--- config.mk ---
export PLATFORM = sky130hd
export DESIGN_NAME = cpfs_camera_pin_function_select
export DESIGN_NICKNAME = d
export VERILOG_FILES = /design/src/cpfs_pkg.sv /design/src/cpfs_camera_pin_function_select.sv
export VERILOG_INCLUDE_DIRS = /design/src
export SDC_FILE = /design/constraint.sdc
export NUM_CORES = 1
export LEC_CHECK = 0
export ABC_AREA = 1
export BUFFER_PORTS_ARGS = -buffer_cell sky130_fd_sc_hd__buf_2
export CORE_MARGIN = 2
export CORE_UTILIZATION = 38
export CTS_BUF_LIST = sky130_fd_sc_hd__clkbuf_16
export CTS_CLUSTER_DIAMETER = 100
export CTS_CLUSTER_SIZE = 10
export DETAILED_ROUTE_END_ITERATION = 6
export PLACE_DENSITY = 0.83
export SLEW_MARGIN = 20
export SYNTH_ARGS = -nofsm -noshare
export SYNTH_HDL_FRONTEND = slang
export SYNTH_SLANG_ARGS = --single-unit
--- constraint.sdc ---
create_clock -name clock -period 1.05 [get_ports clock]
set_input_delay 0.21 -clock clock [delete_from_list [all_inputs] [get_ports clock]]
set_output_delay 0.21 -clock clock [all_outputs]
set_load 0.1 [all_outputs]
--- src/cpfs_consts.svh ---
// Constants for the camera pin function select block
`ifndef CPFS_CONSTS_SVH
`define CPFS_CONSTS_SVH

// ==========================================================================
// Register map
`define CPFS_SELECT_OFFSET    12'h000
`define CPFS_ADDR_BITS        12
`define CPFS_SELECT_RESET     15'h0000
`define CPFS_SELECT_WIDTH     15

// ==========================================================================
// Field positions
`define CPFS_PIXCLK_BIT       14
`define CPFS_WEN_FIELD_BIT    13
`define CPFS_VSYNC_BIT        12
`define CPFS_HSYNC_BIT        11
`define CPFS_LUMA_BIT         10
`define CPFS_CHROMA_LOW_BIT   9
`define CPFS_CHROMA_SEC_BIT   8
`define CPFS_CHROMA4_LSB      6
`define CPFS_CHROMA5_LSB      4
`define CPFS_CHROMA6_LSB      2
`define CPFS_CHROMA7_LSB      0

// ==========================================================================
// AHB encodings
`define CPFS_HTRANS_NONSEQ    2'h2
`define CPFS_HSIZE_WORD       3'h2

`endif

--- src/cpfs_pkg.sv ---
// Types for the camera pin function select block
`default_nettype none
package cpfs_pkg;

  // ========================================================================
  // Per-pad function of a two-bit chroma field
  typedef enum logic [1:0] {
    CPFS_FN_GPIO   = 2'h0,
    CPFS_FN_CAMERA = 2'h1,
    CPFS_FN_SERIAL = 2'h2,
    CPFS_FN_ALT    = 2'h3
  } cpfs_fn_t;

endpackage : cpfs_pkg

`default_nettype wire

--- src/cpfs_camera_pin_function_select.sv ---
// Camera pad function selector with AHB-Lite register port
// ==========================================================================
// How it works
// [RQ1] Bits 14..11 pick camera or GPIO for pixclk, wen/field, vsync, hsync pads.
// [RQ2] Bit 10 routes all eight luma pads to camera or GPIO.
// [RQ3] Bit 9 routes chroma pads 0 and 1 together to camera or GPIO.
// [RQ4] Bit 8 routes chroma pads 2 and 3 together to camera or GPIO.
// [RQ5] Chroma pad 4 field 7:6: GPIO, camera, serial data-in 3, chip-select 2.
// [RQ6] Pads 5,6,7 fields: GPIO, camera, serial cs1/dout/clock; 3 reserved.
// [RQ7] Bits 31..15 read zero; fields read/write, reset zero, all pads GPIO.
// [RQ8] Upper bit writes ignored; reserved code 3 on pads 5..7 gives GPIO.
//
// Local design decisions: the AHB-Lite interface to the registers and the register addresses.
`timescale 1ns/1ps
`default_nettype none
`include "cpfs_consts.svh"

module cpfs_camera_pin_function_select (
  // Clock and reset
  input  wire logic        clock,
  input  wire logic        rst_n,
  // AHB-Lite slave
  input  wire logic        hsel,
  input  wire logic [31:0] haddr,
  input  wire logic [1:0]  htrans,
  input  wire logic        hwrite,
  input  wire logic [2:0]  hsize,
  input  wire logic [31:0] hwdata,
  input  wire logic        hready,
  output logic      [31:0] hrdata,
  output logic             hreadyout,
  output logic             hresp,
  // Control pad selects: 1 camera, 0 GPIO
  output logic             pixelClockPadSelect,
  output logic             writeEnableFieldPadSelect,
  output logic             verticalSyncPadSelect,
  output logic             horizontalSyncPadSelect,
  // Data pad selects: 1 camera; 0 GPIO, or serial port on chroma 4..7
  output logic      [7:0]  lumaPadCamera,
  output logic      [7:0]  chromaPadCamera,
  // Serial port pad claims
  output logic             serialPortThirdDataIn,
  output logic             serialPortSecondChipSelect,
  output logic             serialPortFirstChipSelect,
  output logic             serialPortDataOut,
  output logic             serialPortClock,
  // Pads left to GPIO
  output logic      [21:0] gpioPadOwned
);

  // ========================================================================
  // Bus decode
  logic [`CPFS_SELECT_WIDTH-1:0] selectQ;
  logic [`CPFS_SELECT_WIDTH-1:0] selectD;
  logic                          wrPendQ;
  logic                          rdHitQ;
  logic [31:0]                   hrdataQ;
  wire  phaseValid = hsel && hready && (htrans == `CPFS_HTRANS_NONSEQ);
  wire  addrHit    = (haddr[`CPFS_ADDR_BITS-1:0] == `CPFS_SELECT_OFFSET);
  wire  wordSize   = (hsize == `CPFS_HSIZE_WORD);
  wire  takeWrite  = phaseValid && hwrite && addrHit && wordSize;
  wire  takeRead   = phaseValid && !hwrite;
  wire  doWrite    = wrPendQ;

  // Upper bits dropped on write
  assign selectD = doWrite ? hwdata[`CPFS_SELECT_WIDTH-1:0] : selectQ; // RQ8

  // ========================================================================
  // Registers
  always_ff @(posedge clock or negedge rst_n) begin
    if (!rst_n) begin
      selectQ <= `CPFS_SELECT_RESET; // RQ7
      wrPendQ <= 1'b0;
    end else begin
      selectQ <= selectD;
      wrPendQ <= takeWrite;
    end
  end

  always_ff @(posedge clock or negedge rst_n) begin
    if (!rst_n) begin
      rdHitQ <= 1'b0;
    end else begin
      rdHitQ <= takeRead;
    end
  end

  // Reserved and unmapped read as zero; a write in its data phase is forwarded
  wire [31:0] readWord = {{(32-`CPFS_SELECT_WIDTH){1'b0}}, selectD}; // RQ7
  always_ff @(posedge clock or negedge rst_n) begin
    if (!rst_n) begin
      hrdataQ <= 32'h0000_0000;
    end else begin
      hrdataQ <= (takeRead && addrHit) ? readWord : 32'h0000_0000;
    end
  end

  assign hrdata    = hrdataQ;
  assign hreadyout = 1'b1;
  assign hresp     = 1'b0;

  // ========================================================================
  // Pad function decode
  wire cpfs_pkg::cpfs_fn_t fn4 = cpfs_pkg::cpfs_fn_t'(selectQ[`CPFS_CHROMA4_LSB +: 2]);
  wire cpfs_pkg::cpfs_fn_t fn5 = cpfs_pkg::cpfs_fn_t'(selectQ[`CPFS_CHROMA5_LSB +: 2]);
  wire cpfs_pkg::cpfs_fn_t fn6 = cpfs_pkg::cpfs_fn_t'(selectQ[`CPFS_CHROMA6_LSB +: 2]);
  wire cpfs_pkg::cpfs_fn_t fn7 = cpfs_pkg::cpfs_fn_t'(selectQ[`CPFS_CHROMA7_LSB +: 2]);

  assign pixelClockPadSelect       = selectQ[`CPFS_PIXCLK_BIT];    // RQ1
  assign writeEnableFieldPadSelect = selectQ[`CPFS_WEN_FIELD_BIT]; // RQ1
  assign verticalSyncPadSelect     = selectQ[`CPFS_VSYNC_BIT];     // RQ1
  assign horizontalSyncPadSelect   = selectQ[`CPFS_HSYNC_BIT];     // RQ1
  assign lumaPadCamera = {8{selectQ[`CPFS_LUMA_BIT]}}; // RQ2

  assign chromaPadCamera[1:0] = {2{selectQ[`CPFS_CHROMA_LOW_BIT]}}; // RQ3
  assign chromaPadCamera[3:2] = {2{selectQ[`CPFS_CHROMA_SEC_BIT]}}; // RQ4
  assign chromaPadCamera[4]   = (fn4 == cpfs_pkg::CPFS_FN_CAMERA); // RQ5
  assign chromaPadCamera[5]   = (fn5 == cpfs_pkg::CPFS_FN_CAMERA); // RQ6
  assign chromaPadCamera[6]   = (fn6 == cpfs_pkg::CPFS_FN_CAMERA); // RQ6
  assign chromaPadCamera[7]   = (fn7 == cpfs_pkg::CPFS_FN_CAMERA); // RQ6

  // ========================================================================
  // Serial port claims
  assign serialPortThirdDataIn      = (fn4 == cpfs_pkg::CPFS_FN_SERIAL); // RQ5
  assign serialPortSecondChipSelect = (fn4 == cpfs_pkg::CPFS_FN_ALT);    // RQ5
  assign serialPortFirstChipSelect  = (fn5 == cpfs_pkg::CPFS_FN_SERIAL); // RQ6
  assign serialPortDataOut          = (fn6 == cpfs_pkg::CPFS_FN_SERIAL); // RQ6
  assign serialPortClock            = (fn7 == cpfs_pkg::CPFS_FN_SERIAL); // RQ6

  // ========================================================================
  // GPIO ownership
  // GPIO order: pixclk, wen, vsync, hsync, luma 0..7, chroma 0..7 (bits 0..19)
  // Reserved code 3 on pads 5..7 leaves the pad on GPIO
  wire pad5Gpio = (fn5 == cpfs_pkg::CPFS_FN_GPIO) || (fn5 == cpfs_pkg::CPFS_FN_ALT); // RQ8
  wire pad6Gpio = (fn6 == cpfs_pkg::CPFS_FN_GPIO) || (fn6 == cpfs_pkg::CPFS_FN_ALT); // RQ8
  wire pad7Gpio = (fn7 == cpfs_pkg::CPFS_FN_GPIO) || (fn7 == cpfs_pkg::CPFS_FN_ALT); // RQ8
  assign gpioPadOwned = {2'b00,
                         pad7Gpio,
                         pad6Gpio,
                         pad5Gpio,
                         (fn4 == cpfs_pkg::CPFS_FN_GPIO),
                         ~chromaPadCamera[3:0],
                         ~lumaPadCamera,
                         ~horizontalSyncPadSelect,
                         ~verticalSyncPadSelect,
                         ~writeEnableFieldPadSelect,
                         ~pixelClockPadSelect};
endmodule : cpfs_camera_pin_function_select

`default_nettype wire

Word level (Yosys, flattened, before mapping)
Index checks and enable logic that the tools add are counted.
{"block": "word_totals", "out_inout_bits": 81, "inputBits": 74, "elab_cells": 41, "reg_bits": 31}
{"block": "classes", "eq_ne": 14, "n_bitwise": 6, "n_mux": 2, "n_reduce_logical": 16}
{"op": "two-way mux 15 bit", "n": 2}
{"op": "equality test 2 bit, second input constant", "n": 9}
{"op": "logical NOT 12 bit", "n": 1}
{"op": "equality test 2 x 1 -> 1 bit, second input constant", "n": 4}
{"op": "logical NOT 2 bit", "n": 4}
{"op": "NOT 8 bit", "n": 1}
{"op": "logical AND 1 bit", "n": 7}
{"op": "NOT 1 bit", "n": 4}
{"op": "NOT 4 bit", "n": 1}
{"op": "equality test 3 x 2 -> 1 bit, second input constant", "n": 1}
{"op": "logical OR 1 bit", "n": 3}
{"op": "logical NOT 1 bit", "n": 1}

Longest topological paths before layout
{"block": "logic_depth", "word_depth": 5, "mapped_depth": 6, "ltp_nobuf": 5}

Worst setup path after synthesis
No wires, ideal clock.
{"block": "synth_timing", "kind": "register -> output", "from": "reg selectQ[6]", "to": "out chromaPadCamera[4]", "stages_incl_launch_ff": 3, "path_buffers": 0, "arrival_ns": 1.671, "t_required_ns": 0.840, "path_slack_ns": -0.831, "cell_sequence": "dfrtp_1 -> inv_1 -> nor2_1"}
{"block": "synth_between", "elab_chain_cells": 1}
{"item": "start: declaration", "line": "cpfs_camera_pin_function_select.sv:53", "rtl": "logic [`CPFS_SELECT_WIDTH-1:0] selectQ;"}
{"item": "start signal: assignment", "line": "cpfs_camera_pin_function_select.sv:72", "rtl": "selectQ <= `CPFS_SELECT_RESET;"}
{"item": "start signal: assignment", "line": "cpfs_camera_pin_function_select.sv:75", "rtl": "selectQ <= selectD;"}
{"item": "equality test 2 x 1 -> 1 bit", "line": "cpfs_camera_pin_function_select.sv:117", "rtl": "assign chromaPadCamera[4] = (fn4 == cpfs_pkg::CPFS_FN_CAMERA);"}
{"item": "end: declaration", "line": "cpfs_camera_pin_function_select.sv:40", "rtl": "output logic [7:0] chromaPadCamera,"}
Every way passes these cells.

Worst setup path after layout
{"block": "layout_timing", "from": "reg selectQ[1]", "to": "out gpioPadOwned[19]"}
{"block": "layout_between", "elab_chain_cells": 2, "elab_cells_between_ends": 3, "cone_classes": "1 x eq/ne; 2 x reduce/logical"}
{"item": "equality test 2 bit or logical NOT 2 bit (tied branches)", "line": "cpfs_camera_pin_function_select.sv:136", "rtl": "wire pad7Gpio = (fn7 == cpfs_pkg::CPFS_FN_GPIO) || (fn7 == cpfs_pkg::CPFS_FN_ALT);"}
{"item": "logical OR 1 bit *", "line": "cpfs_camera_pin_function_select.sv:136"}
{"item": "end: declaration", "line": "cpfs_camera_pin_function_select.sv:48", "rtl": "output logic [21:0] gpioPadOwned"}
Every way passes the cells marked *; elsewhere a longest branch is shown, timed or not.

==> impl_metrics.xml <==
<?xml version="1.0" encoding="UTF-8"?>
<metrics>
  <group name="power">
    <metric name="p_sw" unit="mW">0.856</metric>
    <metric name="internal_power" unit="mW">2.37</metric>
    <metric name="power.share.clock" unit="%">48.7</metric>
    <metric name="seq_power_share" unit="%">37.1</metric>
    <metric name="vdd_drop_max" unit="V">0.000821</metric>
    <metric name="power.density_cell_area" unit="mW/mm²">955</metric>
    <metric name="combinationalPowerShare" unit="%">14.2</metric>
    <metric name="power.switching_fraction" unit="%">26.6</metric>
    <metric name="static-leakage-power" unit="nW">1.65</metric>
  </group>
  <group name="cts">
    <metric name="root_buffer_master" unit="">sky130_fd_sc_hd__clkbuf_16</metric>
    <metric name="path_clk_slew" unit="ns">0.05</metric>
    <metric name="tritoncts" unit="">done</metric>
    <metric name="clock_sink_count" unit="">31</metric>
    <metric name="cts-root-to-sink-buffers" unit="">2</metric>
    <metric name="clk-insertion-delay-late" unit="ns">0.27</metric>
    <metric name="cts_htree_levels" unit="">2</metric>
    <metric name="cts_buffers" unit="">5</metric>
  </group>
  <group name="placement">
    <metric name="pre_cts_ws" unit="ns">-0.149</metric>
    <metric name="port-buffer-count" unit="">96</metric>
    <metric name="detailed_place_hpwl" unit="mm">3.37</metric>
    <metric name="place_congestion" unit="">0.699</metric>
    <metric name="postPlaceCellArea" unit="mm²">0.00316</metric>
  </group>
  <group name="synth">
    <metric name="yosys.area.top_type_share" unit="%">44.7</metric>
    <metric name="yosysUniqueCellTypes" unit="">17</metric>
    <metric name="postSynthCellCount" unit="">203</metric>
    <metric name="syn_area_per_cell" unit="µm²">8.55</metric>
    <metric name="synth.ff_latch_count" unit="">31</metric>
    <metric name="netlist_area_pre_place" unit="mm²">0.00174</metric>
    <metric name="ys_seq_area_share" unit="%">44.7</metric>
    <metric name="ys_warn_count" unit="">0</metric>
    <metric name="post_synth_main_area_contributors" unit="">sky130_fd_sc_hd__dfrtp_1, sky130_fd_sc_hd__buf_4, sky130_fd_sc_hd__inv_1</metric>
    <metric name="synthDominantAreaCellType" unit="">sky130_fd_sc_hd__dfrtp_1</metric>
  </group>
  <group name="layout">
    <metric name="layout-drive-gt1-share" unit="%">61.2</metric>
    <metric name="layout.nets" unit="">368</metric>
    <metric name="finished_layout_cell_area" unit="mm²">0.00338</metric>
    <metric name="layout.filler_cells" unit="">261</metric>
    <metric name="final_core_util" unit="%">77.0</metric>
    <metric name="n_antenna_cell" unit="">0</metric>
    <metric name="synthToLayoutAreaGrowth" unit="%">94.5</metric>
  </group>
  <group name="worst_setup_path">
    <metric name="critPathCaptureType" unit="">output pin</metric>
    <metric name="required" unit="ns">0.84</metric>
    <metric name="max_stage_delay" unit="ns">0.43</metric>
    <metric name="worst-setup-path-type" unit="">flop to output pin</metric>
    <metric name="worstSetupStartpointType" unit="">flop</metric>
    <metric name="path_buf_inv" unit="">1</metric>
    <metric name="path_cells" unit="">ha_4 &gt; buf_12</metric>
    <metric name="cp_top_family" unit="">flip-flops</metric>
    <metric name="worst_path_max_delay_cell" unit="">sky130_fd_sc_hd__dfrtp_1</metric>
    <metric name="worst_ep_arrival_time" unit="ns">1.17</metric>
    <metric name="crit_fanout" unit="">3</metric>
  </group>
  <group name="sta">
    <metric name="grt_setup_unrepaired" unit="">true</metric>
    <metric name="hold_viol" unit="">0</metric>
    <metric name="worst_clock_skew" unit="ns">0.00470</metric>
    <metric name="setup_violations" unit="">54</metric>
    <metric name="final-max-slew-violation-count" unit="">0</metric>
    <metric name="timing.final.crit_share" unit="%">131</metric>
    <metric name="post-route-worst-setup-slack" unit="ns">-0.325</metric>
    <metric name="fin_crit" unit="ns">1.38</metric>
    <metric name="fmaxAchievable" unit="MHz">727</metric>
  </group>
  <group name="route">
    <metric name="route.vias.total" unit="">1428</metric>
    <metric name="wl_per_cell" unit="µm">11.8</metric>
    <metric name="drt.antenna.violating_nets" unit="">0</metric>
    <metric name="via_per_inst" unit="">4.19</metric>
    <metric name="drt_pre_antenna_iters" unit="">4</metric>
    <metric name="drt_iter0_markers" unit="">12</metric>
    <metric name="drc_errors" unit="">0</metric>
    <metric name="totalWireLength" unit="mm">4.03</metric>
  </group>
  <group name="die">
    <metric name="io-pin-count" unit="">155</metric>
    <metric name="start_util" unit="%">39.6</metric>
    <metric name="placeableCoreArea" unit="mm²">0.00438</metric>
    <metric name="die_area" unit="mm²">0.00512</metric>
    <metric name="die-width" unit="µm">71.6</metric>
    <metric name="rows" unit="">24</metric>
    <metric name="chipHeight" unit="µm">71.6</metric>
  </group>
  <group name="run_status">
    <metric name="violations_in_the_final_reports" unit="">negative setup slack</metric>
    <metric name="result_of_the_run" unit="">finished, violations left</metric>
  </group>
  <group name="grt">
    <metric name="grt_util_all_layers" unit="%">16.7</metric>
    <metric name="grt_first_pass_wirelength" unit="mm">6.45</metric>
    <metric name="grt_antenna_before_repair" unit="">0</metric>
    <metric name="grt_max_degree" unit="">19</metric>
    <metric name="grt_overflow_total" unit="">0</metric>
    <metric name="grt_pass1_vias" unit="">1405</metric>
  </group>
  <group name="job">
    <metric name="cap_violations" unit="">0</metric>
  </group>
  <group name="hold_path">
    <metric name="holdCritPathClass" unit="">primary input to flop</metric>
  </group>
</metrics>
## worst reg2reg max path, stage by stage (launching register included)
cell and delay, ns:
sky130_fd_sc_hd__dfrtp_1 0.38, sky130_fd_sc_hd__buf_4 0.20, sky130_fd_sc_hd__o21ai_1 0.24, sky130_fd_sc_hd__inv_1 0.06
## synthesized netlist by cell type
| cell type | instances |
|---|---|
| sky130_fd_sc_hd__inv_1 | 47 |
| sky130_fd_sc_hd__buf_4 | 45 |
| sky130_fd_sc_hd__dfrtp_1 | 31 |
| sky130_fd_sc_hd__nand2_1 | 21 |
| sky130_fd_sc_hd__nor2_1 | 17 |
| sky130_fd_sc_hd__o21ai_0 | 15 |
| sky130_fd_sc_hd__nor2_2 | 10 |
| sky130_fd_sc_hd__ha_1 | 6 |
| sky130_fd_sc_hd__buf_2 | 2 |
| sky130_fd_sc_hd__conb_1 | 2 |
| sky130_fd_sc_hd__and2_1 | 1 |
| sky130_fd_sc_hd__buf_6 | 1 |
| sky130_fd_sc_hd__clkbuf_1 | 1 |
| sky130_fd_sc_hd__nand3_4 | 1 |
| sky130_fd_sc_hd__nand4_1 | 1 |
| sky130_fd_sc_hd__nor2_4 | 1 |
| sky130_fd_sc_hd__nor3_4 | 1 |
## layer usage
layer  GRT usage (%)  vias to the layer above  routed length (µm)
met5               0                        -                   0
met3            4.92                        4                 352
li1                -                      688                   -
met4            5.03                        0                  40
met1            16.3                      653                1280
met2            33.2                       83                2360
## cell usage in the layout (no fill, tap or decap), types with 10 or more instances in the layout
cell / synthesis / routed
sky130_fd_sc_hd__buf_12: 0 / 63
sky130_fd_sc_hd__dfrtp_2: 0 / 19
sky130_fd_sc_hd__inv_1: 47 / 31
sky130_fd_sc_hd__buf_2: 2 / 36
sky130_fd_sc_hd__nor2_1: 17 / 14
sky130_fd_sc_hd__conb_1: 2 / 21
sky130_fd_sc_hd__o21ai_1: 0 / 14
sky130_fd_sc_hd__nor2_2: 10 / 10
sky130_fd_sc_hd__nand2_1: 21 / 20
## state kept, by name, indices dropped and copies added, names as in the netlist
name / flops
hrdata: 15
doWrite: 1
selectQ: 15
## area by class of cell
cell class	instances	area [µm²]	area share [%]
clock buffer	5	125	3.71
sequential	31	815	24.1
tap	52	65.1	1.93
timing repair buffer	108	1530	45.3
inverter	47	206	6.12
multi-input combinational	95	596	17.6
clock inverter	3	38.8	1.15
## power by group through the flow
stage                     clock network (mW)  registers (mW)  logic, mW
after floorplan                            0            1.22      0.414
after global placement                     0            1.22      0.449
after detailed placement                   0            1.22      0.456
after CTS                               1.60            1.20      0.460
after global routing                    1.65            1.19      0.479
final                                   1.57            1.20      0.458
## through the flow
step / total power, mW / cells / hold slack, ns / setup TNS [ns]
floorplan: 1.63 / 222 / -0.0856 / -6.55
global placement: 1.67 / 330 / 0.124 / -0.742
detailed placement: 1.67 / 330 / 0.141 / -1.68
CTS: 3.26 / 340 / 0.176 / -10.40
global route: 3.33 / 341 / 0.215 / -11.42
finish: 3.22 / 341 / 0.179 / -9.86
## final timing paths
kind,startpoint,to,slack (ns),cells after the start
setup / recovery,selectQ[1],gpioPadOwned[19],-0.33,2
hold / removal,hsize[1],doWrite,0.18,3
setup reg to reg,doWrite,selectQ[11],0.06,3
hold reg to reg,selectQ[2],selectQ[2],0.58,2
max in group asynchronous,rst_n,selectQ[13],0.22,3
min in group asynchronous,rst_n,selectQ[4],0.40,2
## repair_timing
| item | CTS | global route |
|---|---|---|
| resized for setup | 14 | 11 |
| pin swaps | 2 | 5 |
| buffers inserted | 1 | 1 |
| hold endpoints to repair | 13 | 0 |
| setup endpoints to repair | 71 | 74 |
| hold buffers | 1 | 0 |
## logic make-up (layout without fill, tap and decap cells)
family / after synthesis / count (layout) / share of synthesized area (%)
AO/OA/AOI/OAI: 15 / 15 / 4.33
adder cells (fa/ha/maj): 6 / 6 / 4.33
buffers and inverters: 96 / 163 / 31.1
flip-flops: 31 / 31 / 44.7
other: 2 / 21 / 0.433
AND/OR/NAND/NOR: 53 / 53 / 15.1
(Power assumes the default switching activity.)
